<file path="src/inc/qec_defs.svh">
`ifndef QEC_DEFS_SVH
`define QEC_DEFS_SVH

// ==========================================================
// Register byte addresses on the Wishbone slave
`define QEC_ADR_CTRL 8'h00
`define QEC_ADR_FILT 8'h04
`define QEC_ADR_POS 8'h08
`define QEC_ADR_MAX 8'h0c
`define QEC_ADR_STAT 8'h10

// ==========================================================
// Field positions
`define QEC_CTRL_DIR_BIT 11
`define QEC_CTRL_MODE_HI 10
`define QEC_CTRL_MODE_LO 8
`define QEC_CTRL_DSRC_BIT 0
`define QEC_FILT_OUTEN_BIT 7
`define QEC_FILT_DIV_HI 6
`define QEC_FILT_DIV_LO 4
`define QEC_STAT_FLAG_BIT 0
`define QEC_STAT_DIR_BIT 1

// ==========================================================
// Reset values
`define QEC_CTRL_RST 16'h0000
`define QEC_FILT_RST 16'h0000
`define QEC_POS_RST 16'h0000
`define QEC_MAX_RST 16'hffff

// ==========================================================
// Mode codes and filter figures
`define QEC_MODE_OFF 3'h0
`define QEC_MODE_TIMER 3'h1
`define QEC_MODE_X2_IDX 3'h4
`define QEC_MODE_X2_MAX 3'h5
`define QEC_MODE_X4_IDX 3'h6
`define QEC_MODE_X4_MAX 3'h7
`define QEC_FILT_STABLE 2'h3

`endif

</file>
<file path="src/inc/qec_pkg.sv">
package qec_pkg;
    `include "qec_defs.svh"

    // Measurement mode selector
    typedef enum logic [2:0] {
        QEC_OFF = `QEC_MODE_OFF,
        QEC_TIMER = `QEC_MODE_TIMER,
        QEC_X2_IDX = `QEC_MODE_X2_IDX,
        QEC_X2_MAX = `QEC_MODE_X2_MAX,
        QEC_X4_IDX = `QEC_MODE_X4_IDX,
        QEC_X4_MAX = `QEC_MODE_X4_MAX
    } qec_mode_t;
endpackage

</file>
<file path="src/hw/qec_top.sv">
`timescale 1ns/10ps
// Contract
// Modes 100/101 count both phase A edges
// x2: 100 index reset, 101 max reset
// Modes 110/111 count all A, B edges
// x4: 110 index reset, 111 max reset
// Phase B sets each edge's direction
// Mode field at control bits 10:8
// Filter output changes after three stable samples
// Filter clock divided by filter bits 6:4
// Filtered inputs used only when enable set
// Power-on/brown-out reset disables the filters
// Mode 001 makes 16-bit timer from phase A
// Timer: position=count, max=period, match sets flag
// Timer counts to period, then returns zero
// Direction bit 1 counts up, 0 down
// Source bit picks phase B or direction bit
// Mode switches keep the count unchanged
// Phase A clock synchronised before counting
// Encoder counting halts during sleep
// Timer does not advance during sleep
// A leading B counts up, else down
module qec_top
    import qec_pkg::*;
(
    input wire logic clk_i, // 200 MHz instruction clock
    input wire logic rst_i, // Synchronous, active high
    input wire logic ce_i, // Low freezes every flip-flop
    input wire logic sleep_i, // CPU sleep indication
    input wire logic por_bor_i, // Power-on or brown-out reset event
    input wire logic phase_a_in_i, // Encoder phase A pin
    input wire logic phase_b_in_i, // Encoder phase B pin
    input wire logic index_in_i, // Encoder index pin
    input wire logic [7:0] adr_i, // Wishbone byte address
    input wire logic [31:0] dat_i, // Wishbone write data
    input wire logic [3:0] sel_i, // Wishbone byte selects
    input wire logic we_i, // Wishbone write enable
    input wire logic cyc_i, // Wishbone cycle
    input wire logic stb_i, // Wishbone strobe
    output logic [31:0] dat_o, // Wishbone read data
    output logic ack_o, // Wishbone acknowledge
    output logic match_flag_o, // Sticky count/period flag
    output logic [15:0] position_o // Current position count
);

    // ==========================================================
    // Registers
    logic [15:0] encoder_control_reg_q; // Mode, direction, source
    logic [15:0] filter_control_reg_q; // Divider and output enable
    logic [15:0] position_count_reg_q; // Position or timer count
    logic [15:0] position_count_reg_d;
    logic [15:0] max_count_reg_q; // Maximum count or period
    logic flag_q; // Sticky match flag
    logic dir_q; // Last counting direction, 1 = up
    logic ack_q; // Bus acknowledge
    logic [31:0] rdata_q; // Registered read data

    // Decoded fields
    qec_mode_t mode;
    logic [2:0] filter_clock_div;
    logic filter_out_en;
    logic count_dir;
    logic count_dir_source;

    assign mode = qec_mode_t'(encoder_control_reg_q[`QEC_CTRL_MODE_HI:`QEC_CTRL_MODE_LO]);
    assign filter_clock_div = filter_control_reg_q[`QEC_FILT_DIV_HI:`QEC_FILT_DIV_LO];
    assign filter_out_en = filter_control_reg_q[`QEC_FILT_OUTEN_BIT];
    assign count_dir = encoder_control_reg_q[`QEC_CTRL_DIR_BIT];
    assign count_dir_source = encoder_control_reg_q[`QEC_CTRL_DSRC_BIT];

    // Bus request decode
    // A request is taken only while ack is low, so a strobe that is
    // still held in the ack cycle is not answered twice
    logic bus_req;
    logic wr_ctrl, wr_filt, wr_pos, wr_max, wr_stat;
    assign bus_req = cyc_i && stb_i && !ack_q;
    assign wr_ctrl = bus_req && we_i && (adr_i == `QEC_ADR_CTRL);
    assign wr_filt = bus_req && we_i && (adr_i == `QEC_ADR_FILT);
    assign wr_pos = bus_req && we_i && (adr_i == `QEC_ADR_POS);
    assign wr_max = bus_req && we_i && (adr_i == `QEC_ADR_MAX);
    assign wr_stat = bus_req && we_i && (adr_i == `QEC_ADR_STAT);

    // Byte-lane merge of a 16-bit register with write data
    function automatic logic [15:0] merge16(input logic [15:0] old, input logic [31:0] wd,
                                            input logic [3:0] sel);
        logic [15:0] r;
        r = old;
        if (sel[0]) begin
            r[7:0] = wd[7:0];
        end
        if (sel[1]) begin
            r[15:8] = wd[15:8];
        end
        return r;
    endfunction

    // ==========================================================
    // Input synchronisers and noise filters
    logic [2:0] pin_raw; // index, B, A
    logic [2:0] sync1_q; // First stage, read only by second
    logic [2:0] sync2_q; // Synchronised pins
    logic [2:0] filt_q; // Filtered pins
    logic [2:0] pin_sel; // Pins chosen for counting
    logic [7:0] div_cnt_q; // Filter clock divider
    logic filt_tick; // One filter clock
    assign pin_raw = {index_in_i, phase_b_in_i, phase_a_in_i};

    // Two-stage synchroniser; phase A used as timer clock passes here too
    always_ff @(posedge clk_i) begin
        if (rst_i) begin
            sync1_q <= 3'h0;
            sync2_q <= 3'h0;
        end else if (ce_i) begin
            sync1_q <= pin_raw;
            sync2_q <= sync1_q;
        end
    end

    // Filter clock is the instruction clock divided by 2^field
    always_ff @(posedge clk_i) begin
        if (rst_i) begin
            div_cnt_q <= 8'h00;
        end else if (ce_i) begin
            if (filt_tick) begin
                div_cnt_q <= 8'h00;
            end else begin
                div_cnt_q <= div_cnt_q + 8'h01;
            end
        end
    end
    assign filt_tick = (div_cnt_q == 8'((9'h001 << filter_clock_div) - 9'h001));

    // Per-channel stability filter
    // Filters run even while bypassed, so enabling the output later
    // shows already settled pins instead of a false edge
    for (genvar g = 0; g < 3; g++) begin : g_filt
        logic last_q; // Previous filter sample
        logic [1:0] run_q; // Consecutive equal samples
        logic [1:0] run_d;
        always_comb begin
            run_d = 2'h1;
            if (sync2_q[g] == last_q) begin
                run_d = (run_q == `QEC_FILT_STABLE) ? run_q : run_q + 2'h1;
            end
        end
        // Output moves only after three equal samples in a row
        always_ff @(posedge clk_i) begin
            if (rst_i) begin
                last_q <= 1'b0;
                run_q <= 2'h0;
                filt_q[g] <= 1'b0;
            end else if (ce_i && filt_tick) begin
                last_q <= sync2_q[g];
                run_q <= run_d;
                if (run_d == `QEC_FILT_STABLE) begin
                    filt_q[g] <= sync2_q[g];
                end
            end
        end
    end

    // Bypass the filter unless its output is enabled
    assign pin_sel = filter_out_en ? filt_q : sync2_q;

    // ==========================================================
    // Edge and direction detection
    logic [2:0] prev_q; // Chosen pins one cycle ago
    // Resets to the idle low level of the pins, so that no false
    // edge is counted right after reset
    always_ff @(posedge clk_i) begin
        if (rst_i) begin
            prev_q <= 3'h0;
        end else if (ce_i) begin
            prev_q <= pin_sel;
        end
    end

    logic a_edge, b_edge, a_rise, idx_rise;
    logic quad_up; // Quadrature direction
    logic is_x2, is_x4, is_qei, use_max;
    assign a_edge = pin_sel[0] ^ prev_q[0];
    assign b_edge = pin_sel[1] ^ prev_q[1];
    assign a_rise = pin_sel[0] && !prev_q[0];
    assign idx_rise = pin_sel[2] && !prev_q[2];
    // A leading B: new A differs from old B
    assign quad_up = pin_sel[0] ^ prev_q[1]; // see
    assign is_x2 = (mode == QEC_X2_IDX) || (mode == QEC_X2_MAX);
    assign is_x4 = (mode == QEC_X4_IDX) || (mode == QEC_X4_MAX);
    assign is_qei = is_x2 || is_x4;
    assign use_max = (mode == QEC_X2_MAX) || (mode == QEC_X4_MAX); // see

    // Counting events
    logic qei_step; // Encoder edge to count
    logic tmr_step; // Timer clock edge
    logic tmr_up; // Timer direction
    assign qei_step = !sleep_i && ((is_x2 && a_edge) || (is_x4 && (a_edge || b_edge)));
    assign tmr_step = !sleep_i && (mode == QEC_TIMER) && a_rise; // see
    assign tmr_up = count_dir_source ? pin_sel[1] : count_dir; // see

    // ==========================================================
    // Position / timer count next value
    logic step, up, idx_reset, at_max, at_zero, wrap_evt;
    assign step = qei_step || tmr_step;
    assign up = tmr_step ? tmr_up : quad_up;
    assign idx_reset = is_qei && !use_max && idx_rise && !sleep_i; // see
    assign at_max = (position_count_reg_q == max_count_reg_q);
    assign at_zero = (position_count_reg_q == 16'h0000);
    // Max-match wrap in encoder max modes and in timer mode
    assign wrap_evt = step && (tmr_step || use_max) && (up ? at_max : at_zero);

    always_comb begin
        position_count_reg_d = position_count_reg_q; // Mode change keeps value, see
        if (idx_reset) begin
            position_count_reg_d = 16'h0000; // see
        end else if (wrap_evt) begin
            // Up returns to zero, down reloads the period
            position_count_reg_d = up ? 16'h0000 : max_count_reg_q;
        end else if (step) begin
            position_count_reg_d = up ? position_count_reg_q + 16'h0001
                                      : position_count_reg_q - 16'h0001;
        end
    end

    // Software write loses to nothing: it is the last word on the count
    always_ff @(posedge clk_i) begin
        if (rst_i) begin
            position_count_reg_q <= `QEC_POS_RST;
        end else if (ce_i) begin
            if (wr_pos) begin
                position_count_reg_q <= merge16(position_count_reg_q, dat_i, sel_i);
            end else begin
                position_count_reg_q <= position_count_reg_d;
            end
        end
    end

    // Remember the direction of the last counted edge
    always_ff @(posedge clk_i) begin
        if (rst_i) begin
            dir_q <= 1'b0;
        end else if (ce_i && step) begin
            dir_q <= up;
        end
    end

    // Sticky match flag; a set in the clear cycle wins
    always_ff @(posedge clk_i) begin
        if (rst_i) begin
            flag_q <= 1'b0;
        end else if (ce_i) begin
            if (tmr_step && wrap_evt) begin
                flag_q <= 1'b1;
            end else if (wr_stat && sel_i[0] && dat_i[`QEC_STAT_FLAG_BIT]) begin
                flag_q <= 1'b0;
            end
        end
    end

    // ==========================================================
    // Control registers
    // Mode changes here never touch the count register
    always_ff @(posedge clk_i) begin
        if (rst_i) begin
            encoder_control_reg_q <= `QEC_CTRL_RST;
        end else if (ce_i && wr_ctrl) begin
            encoder_control_reg_q <= merge16(encoder_control_reg_q, dat_i, sel_i);
        end
    end

    // Power-on or brown-out reset turns the filter output off
    always_ff @(posedge clk_i) begin
        if (rst_i) begin
            filter_control_reg_q <= `QEC_FILT_RST;
        end else if (ce_i) begin
            if (por_bor_i) begin
                filter_control_reg_q <= `QEC_FILT_RST;
            end else if (wr_filt) begin
                filter_control_reg_q <= merge16(filter_control_reg_q, dat_i, sel_i);
            end
        end
    end

    // Maximum count or period; all ones after reset, so a fresh max
    // mode does not wrap early
    always_ff @(posedge clk_i) begin
        if (rst_i) begin
            max_count_reg_q <= `QEC_MAX_RST;
        end else if (ce_i && wr_max) begin
            max_count_reg_q <= merge16(max_count_reg_q, dat_i, sel_i);
        end
    end

    // ==========================================================
    // Wishbone answer: ack one cycle after the request, then drops
    always_ff @(posedge clk_i) begin
        if (rst_i) begin
            ack_q <= 1'b0;
            rdata_q <= 32'h0000_0000;
        end else if (ce_i) begin
            ack_q <= bus_req;
            if (bus_req) begin
                // Unmapped addresses read zero and are still acknowledged
                case (adr_i)
                    `QEC_ADR_CTRL: rdata_q <= {16'h0000, encoder_control_reg_q};
                    `QEC_ADR_FILT: rdata_q <= {16'h0000, filter_control_reg_q};
                    `QEC_ADR_POS: rdata_q <= {16'h0000, position_count_reg_q};
                    `QEC_ADR_MAX: rdata_q <= {16'h0000, max_count_reg_q};
                    `QEC_ADR_STAT: rdata_q <= {30'h0000_0000, dir_q, flag_q};
                    default: rdata_q <= 32'h0000_0000;
                endcase
            end
        end
    end

    assign ack_o = ack_q;
    assign dat_o = rdata_q;
    assign match_flag_o = flag_q;
    assign position_o = position_count_reg_q;

    // ==========================================================
    // Checks
    // Decode held against literal bit positions, not the field macros
    chk_mode_field: assert property (@(posedge clk_i) disable iff (rst_i)
        (is_x2 == (encoder_control_reg_q[10:9] == 2'h2))
        && (is_x4 == (encoder_control_reg_q[10:9] == 2'h3))
        && ((mode == QEC_TIMER) == (encoder_control_reg_q[10:8] == 3'h1)))
        else $error("mode decode does not follow control bits 10:8");

    chk_x2_b_only: assert property (@(posedge clk_i) disable iff (rst_i)
        (ce_i && is_x2 && !a_edge && !idx_rise && !wr_pos) |=>
            $stable(position_count_reg_q))
        else $error("x2 count moved without a phase A edge");

    chk_x4_counts: assert property (@(posedge clk_i) disable iff (rst_i)
        (ce_i && is_x4 && !sleep_i && b_edge && !a_edge && !wr_pos && !idx_reset
         && !wrap_evt) |=> !$stable(position_count_reg_q))
        else $error("x4 missed a phase B edge");

    chk_index_clear: assert property (@(posedge clk_i) disable iff (rst_i)
        (ce_i && idx_reset && !wr_pos) |=> (position_count_reg_q == 16'h0000))
        else $error("index pulse did not clear the count");

    chk_quad_dir: assert property (@(posedge clk_i) disable iff (rst_i)
        (ce_i && qei_step && !idx_reset && !wrap_evt && !wr_pos
         && (pin_sel[0] != prev_q[1])) |=>
            (position_count_reg_q == $past(position_count_reg_q) + 16'h0001))
        else $error("A leading B did not count up");

    chk_tmr_wrap: assert property (@(posedge clk_i) disable iff (rst_i)
        (ce_i && tmr_step && tmr_up && at_max && !wr_pos) |=>
            (position_count_reg_q == 16'h0000) && flag_q)
        else $error("timer did not wrap to zero and flag");

    chk_sleep_hold: assert property (@(posedge clk_i) disable iff (rst_i)
        (sleep_i && !wr_pos) |=> $stable(position_count_reg_q))
        else $error("count moved during sleep");

    chk_filt_off: assert property (@(posedge clk_i) disable iff (rst_i)
        (ce_i && por_bor_i) |=> !filter_out_en)
        else $error("filter still enabled after power-on reset");

    chk_filt_stable: assert property (@(posedge clk_i) disable iff (rst_i)
        (ce_i && filt_tick && (filt_q[0] != sync2_q[0]) && (g_filt[0].run_q != 2'h2)
         && !(g_filt[0].run_q == 2'h3)) |=> $stable(filt_q[0]))
        else $error("filter changed before three stable samples");

    chk_bus_ack: assert property (@(posedge clk_i) disable iff (rst_i)
        (ce_i && cyc_i && stb_i && !ack_o) |=> ack_o ##1 !ack_o)
        else $error("ack not given for exactly one cycle");

    // Main scenarios that the bench is expected to reach
    cov_x4_up: cover property (@(posedge clk_i) disable iff (rst_i) is_x4 && qei_step && up);
    cov_x2_down: cover property (@(posedge clk_i) disable iff (rst_i) is_x2 && qei_step && !up);
    cov_tmr_match: cover property (@(posedge clk_i) disable iff (rst_i) tmr_step && wrap_evt);
    cov_idx: cover property (@(posedge clk_i) disable iff (rst_i) idx_reset);

endmodule

</file>
<file path="config.mk">
export PLATFORM = sky130hd
export DESIGN_NAME = qec_top
export DESIGN_NICKNAME = d
export VERILOG_FILES = /design/src/inc/qec_pkg.sv /design/src/hw/qec_top.sv
export VERILOG_INCLUDE_DIRS = /design/src /design/src/inc
export SDC_FILE = /design/constraint.sdc
export NUM_CORES = 1
export LEC_CHECK = 0
export BUFFER_PORTS_ARGS = -buffer_cell sky130_fd_sc_hd__buf_2
export CAP_MARGIN = 20
export CORE_MARGIN = 3
export CORE_UTILIZATION = 30
export CTS_CLUSTER_SIZE = 16
export DETAILED_ROUTE_END_ITERATION = 7
export PLACE_DENSITY = 0.62
export SYNTH_ARGS = -nofsm -noshare
export SYNTH_HDL_FRONTEND = slang
export SYNTH_SLANG_ARGS = --single-unit
</file>
<file path="constraint.sdc">
create_clock -name clk_i -period 3.1 [get_ports clk_i]
set_input_delay 0.31 -clock clk_i [delete_from_list [all_inputs] [get_ports clk_i]]
set_output_delay 0.31 -clock clk_i [all_outputs]
set_load 0.02 [all_outputs]
</file>
After elaboration in Yosys (flattened, before gate mapping)
Index checks and enable logic that the tools add are counted.
- register bits: 128
- bits of input ports: 55
- logic and storage cells: 142
- add/sub/neg operators: 7
- equal/unequal tests: 22
- shifts and indexed selects: 1
- mux-type cells: 24
- bitwise logic cells: 3
- reductions and logical operators: 60
- operators with widths (kind ; number):
    2-to-1 mux 16 bit ; 8
    one-hot mux 16 bit (5 select lines) ; 1
    logical AND 1 bit ; 27
    2-to-1 mux 8 bit ; 3
    AND reduction 2 bit ; 9
    adder 16 x 1 -> 16 bit (second input constant) ; 1
    == test 16 bit ; 1
    == test 8 x 4 -> 1 bit (second input constant) ; 2
    zero test 16 bit ; 1
    subtractor 16 x 1 -> 16 bit (second input constant) ; 1
    == test 2 bit (second input constant) ; 6
    == test 3 bit (second input constant) ; 4
    2-to-1 mux 2 bit ; 6
    AND reduction 3 bit ; 4
    adder 8 x 1 -> 8 bit (second input constant) ; 1
    == test 8 x 3 -> 1 bit (second input constant) ; 1
    == test 8 x 5 -> 1 bit (second input constant) ; 1
    == test 8 bit ; 1
    zero test 8 bit ; 1
    logical OR 1 bit ; 8
    nonzero test 2 bit ; 4
    << shifter 1 x 3 -> 8 bit (first input constant) ; 1
    subtractor 8 x 1 -> 8 bit (second input constant) ; 1
    adder 2 x 1 -> 2 bit (second input constant) ; 3
    other kinds (8) ; 21

Depth between registers and ports, before layout
Gate-level depths: netlist (run 1).
- depth after elaboration: 12
- mapped depth: 19
- depth with buffers taken out: 16

Worst setup path before layout (run 1)
No wires, ideal clock.
- path kind: reg2reg
- from: reg filter_control_reg_q[7]
- to: reg position_count_reg_q[15], in the netlist position_o[15]
- data arrival time: 3.311 ns
- data required time: 3.021 ns
- path slack: -0.291 ns
- cell stages (with the launch flop): 18
- path buffers: 2
- path through: dfxtp_1 -> clkbuf_1 -> mux2i_1 -> inv_1 -> ha_1 -> nand2b_1 -> or2_4 -> a21o_1 -> inv_2 -> buf_2 -> ha_1 -> and3_1 -> nand2_1 -> mux2i_1 -> a31oi_1 -> xor2_1 -> mux2_4 -> a211oi_2
- longest elaborated chain between the ends: 12
- elaborated cells on any way between the ends: 29
- ends and longest elaborated chain (what ; RTL line ; source):
    start: declaration ; qec_top.sv:49 ; logic [15:0] filter_control_reg_q;
    start signal: assignment ; qec_top.sv:273 ; filter_control_reg_q <= `QEC_FILT_RST;
    start signal: assignment ; qec_top.sv:276 ; filter_control_reg_q <= `QEC_FILT_RST;
    start signal: assignment ; qec_top.sv:278 ; filter_control_reg_q <= merge16(filter_control_reg_q, dat_i, sel_i);
    2-to-1 mux 3 bit (*) ; qec_top.sv:163 ; assign pin_sel = filter_out_en ? filt_q : sync2_q;
    named net pin_sel[0] ; qec_top.sv:103 ; logic [2:0] pin_sel;
    XOR 1 bit ; qec_top.sv:181 ; assign a_edge = pin_sel[0] ^ prev_q[0];
    logical OR 1 bit ; qec_top.sv:196 ; assign qei_step = !sleep_i && ((is_x2 && a_edge) || (is_x4 && (a_edge || b_edge)));
    logical AND 1 bit ; qec_top.sv:196 ;
    logical OR 1 bit ; qec_top.sv:196 ;
    logical AND 1 bit ; qec_top.sv:196 ;
    logical OR 1 bit ; qec_top.sv:203 ; assign step = qei_step || tmr_step;
    logical AND 1 bit (2 in series) ; qec_top.sv:209 ; assign wrap_evt = step && (tmr_step || use_max) && (up ? at_max : at_zero);
    2-to-1 mux 16 bit ; qec_top.sv:215 ; end else if (wrap_evt) begin
    2-to-1 mux 16 bit ; qec_top.sv:213 ; if (idx_reset) begin
    2-to-1 mux 16 bit ; qec_top.sv:229 ; if (wr_pos) begin
    end signal: assignment ; qec_top.sv:227 ; position_count_reg_q <= `QEC_POS_RST;
    end signal: assignment ; qec_top.sv:230 ; position_count_reg_q <= merge16(position_count_reg_q, dat_i, sel_i);
    end signal: assignment ; qec_top.sv:232 ; position_count_reg_q <= position_count_reg_d;
    end: declaration ; qec_top.sv:50 ; logic [15:0] position_count_reg_q;
Mark *: on every way through the listed nets, which the timed path passes. The rest lies on a longest branch. The select of a mux whose other input is x is not followed.
A chain may end at the register's enable or synchronous reset.

Final worst setup path (run 1)
Ends and elaborated chain as after synthesis.

==> results of run 1 <==
placed cells by master, fill, tap and decap left out, types with 4 or more instances in the layout:
cell / count
or3_1: 4
nand3b_1: 16
a31oi_1: 7
o22ai_1: 6
a22oi_1: 50
a22o_1: 5
xor2_1: 11
a21oi_1: 44
xnor2_1: 24
nand2b_1: 18
or2_2: 4
clkbuf_16: 9
buf_2: 69
buf_4: 48
mux2i_1: 46
and3_1: 8
inv_1: 10
nand4_1: 10
conb_1: 16
nand3_1: 10
nor3_1: 26
nor2b_1: 19
o21ai_0: 17
nor4_1: 12
nand2_1: 63
a211oi_1: 15
dfxtp_1: 111
a211o_1: 17
nor2_1: 90
and4_1: 6
critical path: stages (launching register included):
cell and delay, ps:
dfxtp_2 340, mux2i_4 180, inv_1 60, ha_1 140, nand2b_1 120, a2111oi_4 340, a21o_4 180, inv_2 60
ha_4 250, and3_4 180, nand2_1 60, mux2i_1 60, a31oi_1 200, xor2_1 200, mux2_4 320, a211oi_2 160
cells by family (layout without fill, tap and decap cells):
logic type / Yosys count / after routing / synth area share, %
flops: 112 / 112 / 35.0
compound gates: 192 / 192 / 21.0
other cells: 1 / 16 / 0.0586
simple gates: 305 / 305 / 24.1
buf+inv: 89 / 144 / 6.57
fa+ha+maj: 4 / 4 / 0.782
xor+xnor: 36 / 36 / 4.92
mux: 48 / 48 / 7.58
timing repair:
action,4_1_cts,5_1_grt
resized for setup,1,8
pin swaps,0,3
hold buffers,0,0
setup endpoints to repair,1,10
through the flow:
step           util (%)  worst slack [ps]  cell area, sq um  instances  power [mW]
5_1_grt            36.4             -11.8              7510       1127        3.06
3_5_place_dp       34.8              3.03              7180       1111        1.82
3_3_place_gp       34.8              26.9              7180       1111        1.82
4_1_cts            36.2              71.3              7470       1127        2.98
2_1_floorplan         -             -5.27              6520        802        1.74
6_report           36.4               166              7510       1127        2.95
registers in the layout, indices dropped and copies added (netlist names):
signal and count:
dat_o 16, encoder_control_reg_q 16, filter_control_reg_q 16, max_count_reg_q 16, position_o 16, div_cnt_q 8
g_filt.run_q 6, filt_q 3, g_filt.last_q 3, prev_q 3, sync1_q 3, sync2_q 3
ack_o 1, dir_q 1, match_flag_o 1
path summary, 6_finish.rpt:
kind	end	start	slack, ps	depth (start not counted)
worst max-delay path	position_o[15]	filter_control_reg_q[7]	170	15
worst min-delay path	sync1_q[1]	phase_b_in_i	190	3
worst max register to register	position_o[15]	filter_control_reg_q[7]	170	15
worst min register to register	filter_control_reg_q[2]	filter_control_reg_q[2]	460	2
cell type report:
type / count / share of cell area [%]
Timing Repair Buffer: 117 / 9.40
Sequential cell: 112 / 29.9
Clock buffer: 13 / 3.60
Tap cell: 270 / 4.50
Inverter: 11 / 0.550
Clock inverter: 3 / 0.333
Multi-Input combinational cell: 601 / 51.7
power groups by stage:
stage / logic [mW] / registers [mW] / clock network (mW)
6_report: 0.308 / 1.48 / 1.16
5_1_grt: 0.339 / 1.49 / 1.24
4_1_cts: 0.304 / 1.48 / 1.19
3_5_place_dp: 0.302 / 1.52 / 0
3_3_place_gp: 0.300 / 1.52 / 0
2_1_floorplan: 0.227 / 1.51 / 0
metal layers:
| layer | track usage (%) | wire length, microns | vias to the layer above |
|---|---|---|---|
| li1 | - | - | 2941 |
| met1 | 23.3 | 9160 | 2834 |
| met2 | 24.3 | 8490 | 176 |
| met3 | 2.56 | 989 | 17 |
| met4 | 4.07 | 243 | 0 |
| met5 | 0 | 0 | - |
==> metrics, run 1 <==
top post-synthesis cells by area dfxtp_1 35%, mux2i_1 7.3%, a22oi_1 5.9%; Slew @ Worst Pin 713 ps; Max Cap Viol 0; Mapped Area 6400 sq um; largest net degree at the start of global routing 59; Reg power frac 50.3%; Setup Skew 16.0 ps; vias in the first global route 5462; RSZ-0062 raised after global routing true; DRC Markers 0; critical path endpoint category flip-flop; pwr/cell area 393 nW/um^2; number of synthesized flops with an enable pin 0; Fin. Hold Viols 0; CORE AREA 20600 sq um; clock power share 39.3%; GRT Residual Overflow 0; global-route wire length before repair 30400 microns; ys flop type dfxtp_1; RD Place Congestion 0.911; FF/Latch Area 2240 sq um; Via density 5.30; vias 5968; Leakage 2.96 nW; CTS Sinks 112; Synth Instances 787; setup_tns 0 ps; Psw 0.757 mW; most common cell in the netlist dfxtp_1; critical path peak fanout 5; Synth-to-Final Area Change 17.3%; Horiz. Die Dim 152 microns; final worst-path cycle share 94.7%; antenna fix cells 0; footprint of the multi-input gates 3880 sq um; Fill cells 2150; TritonCTS clock tree done; # IOs 105; Hold Path Class input pin to flip-flop; Relative slew margins 52.5%; CTS Buf Count 9; Initial DRC Count 401; GRT Resource Usage Total 15.9%; layout net count 911; max-slew violation count 0; top cell type by total area after synthesis dfxtp_1; share of the yosys chip area belonging to registers 35.0%; Sw Share 25.7%; Bufs on Longest Clock Path 2; Logic pwr share 10.4%; setup bufs post-CTS 0; Mapped Avg Cell Area 8.14 sq um; data arrival time of the critical path 3220 ps; Startpoint Class flip-flop; die area 23100 sq um; H-tree level count 3; clk root buf clkbuf_16; initial antenna violation count 0; hold_ws 194 ps; Crit Path Class flip-flop to flip-flop; Worst-path clk slew 80 ps; flops & latches, synth 112; Tmin final 2930 ps; First-pass DRT Iterations 5; fmax 341 MHz; internal power 2.19 mW; WL per Instance 16.8 microns; hpwl dp 14000 microns; Synth top area share 35.0%; initial core utilization 31.0%; Worst Path Required 3380 ps; count of different cell masters after synthesis 65; most instantiated cells after synthesis 112 x dfxtp_1, 92 x nor2_1, 63 x nand2_1; Peak VDD IR 260 uV; share of layout cells above drive strength 1 18.8%; Die Height 152 microns; worst skew pair latency 360 ps; FP Rows 52; yosys warns 0; IO buf count 70; DRT Wirelength 18900 microns; status complete, no violations; post-route ant nets 0; final setup violation count 0; post-synthesis async set-or-reset flop share 0%
Power figures use the tool's default switching activity.
==> run 2, diff against run 1 <==
--- a/config.mk
+++ b/config.mk
@@ -6,13 +6,14 @@
 export SDC_FILE = /design/constraint.sdc
 export NUM_CORES = 1
 export LEC_CHECK = 0
+export ABC_AREA = 1
 export BUFFER_PORTS_ARGS = -buffer_cell sky130_fd_sc_hd__buf_2
 export CAP_MARGIN = 20
 export CORE_MARGIN = 3
 export CORE_UTILIZATION = 30
 export CTS_CLUSTER_SIZE = 16
 export DETAILED_ROUTE_END_ITERATION = 7
-export PLACE_DENSITY = 0.62
+export PLACE_DENSITY = 0.61
 export SYNTH_ARGS = -nofsm -noshare
 export SYNTH_HDL_FRONTEND = slang
 export SYNTH_SLANG_ARGS = --single-unit
==> run 2 against run 1 <==
  * Wire length grew 8.0%
  * Critical path depth grew 7
  * Largest cell class unchanged
  * First-iteration DRC count grew 46%
  * Worst setup slack gained 120 ps
  * Highest routed layer is now met5
  * Clock skew shrank 1.4 ps
==> metrics, run 2 <==
Leakage 3.40 nW; share of layout cells above drive strength 1 15.7%; setup_tns 0 ps; Synth top area share 33.7%; Setup Skew 14.6 ps; vias 6731; Fill cells 2315; Die Height 155 microns; Relative slew margins 48.4%; CP most frequent cell nand2_1; critical path peak fanout 16; Hold Path Class input pin to flip-flop; CTS Sinks 112; DRT Wirelength 20400 microns; Tmin final 2820 ps; Synth Instances 994; Startpoint Class flip-flop; final setup violation count 0; Worst-path clk slew 80 ps; top post-synthesis cells by area dfxtp_1 34%, nand2_1 12%, a21oi_1 7.5%; flops & latches, synth 112; FP Rows 53; Horiz. Die Dim 155 microns; count of different cell masters after synthesis 46; post-route ant nets 0; crit-path max cell delay 440 ps; Psw 0.916 mW; Crit Path Class flip-flop to flip-flop; most instantiated cells after synthesis 207 x nand2_1, 112 x dfxtp_1, 106 x inv_1; share of the yosys chip area belonging to registers 33.7%; Sw Share 28.1%; CTS Buf Count 9; GRT Residual Overflow 0; initial core utilization 31.0%; Mapped Area 6650 sq um; Slew @ Worst Pin 769 ps; Reg power frac 46.0%; IO buf count 70; Tot Pwr 3.26 mW; hold_buf cts 0; layout net count 1108; max-slew violation count 0; leading cell type in the layout, fill and taps excluded nand2_1; largest net degree at the start of global routing 43; antenna fix cells 0; Mapped Avg Cell Area 6.69 sq um; Max Cap Viol 0; WL per Instance 15.3 microns; die area 24000 sq um; footprint of the multi-input gates 3690 sq um; First-pass DRT Iterations 5; top cell type by total area after synthesis dfxtp_1; setup bufs post-CTS 0; internal power 2.34 mW; Logic pwr share 14.3%; hpwl dp 15300 microns; RD Place Congestion 0.868; fmax 355 MHz; most common cell in the netlist nand2_1; initial antenna violation count 1; Peak VDD IR 249 uV; Worst Path Required 3400 ps; Via density 5.06; clock power share 39.7%; H-tree level count 3; Critical Path Slowest Stage Cell dfxtp_1; RSZ-0062 raised after global routing false; Fin. Hold Viols 0; ys flop type dfxtp_1; DRC Markers 0; global-route wire length before repair 32800 microns; clk root buf clkbuf_16; # IOs 105; status complete, no violations; most frequent cells in the layout 207 x nand2_1, 112 x dfxtp_1, 106 x inv_1; GRT Resource Usage Total 16.8%; critical path endpoint category flip-flop; Bufs on Longest Clock Path 2; CTS resizes 0; number of synthesized flops with an enable pin 0; FF/Latch Area 2240 sq um; pwr/cell area 433 nW/um^2; worst skew pair latency 360 ps; yosys warns 0; TritonCTS clock tree done; post-synthesis async set-or-reset flop share 0%; crit-path cells inv_2 > nand2_4 > nand2_4 > ha_1 > nand3_2 > nand3_2 > nand2_4 > nand2_1 > nand2_1 > inv_1 > ha_1 > inv_1 > nand2_1 > nand3_1 > nand2_1 > nand2_1 > nand2_1 > nand2_1 > nand3_1 > nand2_1 > nand2_1 > a21oi_1; data arrival time of the critical path 3110 ps; Initial DRC Count 584; Synth-to-Final Area Change 13.3%; vias in the first global route 6197; CORE AREA 21400 sq um; final worst-path cycle share 90.9%
==> run 2: cell families (layout without fill, tap and decap cells) <==
group / after synthesis / in the layout / share of synthesized area (%)
simple gates: 443 / 443 / 30.9
compound gates: 230 / 230 / 19.3
buf+inv: 178 / 223 / 11.7
flops: 112 / 112 / 33.7
xor+xnor: 26 / 26 / 3.54
fa+ha+maj: 4 / 4 / 0.753
other cells: 1 / 16 / 0.0564
==> run 2: through the flow <==
step / instance area (sq um) / setup slack (ps) / hold WS (ps) / utilization, % / std cells
final: 7530 / 281 / 173 / 35.2 / 1329
after global routing: 7530 / 50.0 / 188 / 35.2 / 1329
after CTS: 7530 / 317 / 162 / 35.2 / 1329
after detailed placement: 7210 / 334 / 440 / 33.6 / 1313
after global placement: 7210 / 391 / 433 / 33.6 / 1313
after floorplan: 6700 / 621 / 424 / - / 1009
==> run 2: worst max-delay path: cells and delay by family, from the launching register on <==
kind | cells | cell delay [ps]
and+or+nand+nor | 16 | 1630
DFF | 1 | 440
adders and majority gates | 2 | 370
buffers and inverters | 3 | 200
AOI/OAI and AO/OA | 1 | 120
==> run 2: path summary, 6_finish.rpt <==
path                                                start  slack [ps]  cells past startpoint                         to
worst max-delay path              filter_control_reg_q[7]         280                     22             position_o[14]
worst min-delay path                         phase_b_in_i         170                      3                 sync1_q[1]
worst max register to register    filter_control_reg_q[7]         280                     22             position_o[14]
worst min register to register  encoder_control_reg_q[14]         450                      2  encoder_control_reg_q[14]
==> run 2: layer usage <==
| metal | up-vias | wire length (microns) | part of all wire, % | GRT usage, % |
|---|---|---|---|---|
| li1 | 3382 | - | - | - |
| met1 | 3112 | 9450 | 46 | 23.4 |
| met4 | 2 | 257 | 1.3 | 4.75 |
| met3 | 20 | 1240 | 6.1 | 2.42 |
| met5 | - | 12 | 0.059 | 0 |
| met2 | 215 | 9440 | 46 | 27.0 |
==> run 2: area by class of cell <==
class	instances	area share, %
multi-input cells	719	49.0
repair buffers	88	6.45
inverters	119	5.93
clock inverters	7	1.35
well taps	275	4.57
clock buffers	9	2.99
flip-flops and latches	112	29.8
==> run 2: power groups by stage <==
stage	Combinational (mW)	Sequential [mW]	Clock [mW]
floorplan	0.355	1.53	0
global placement	0.459	1.53	0
detailed placement	0.463	1.53	0
CTS	0.465	1.50	1.32
global route	0.524	1.50	1.38
finish	0.467	1.50	1.29
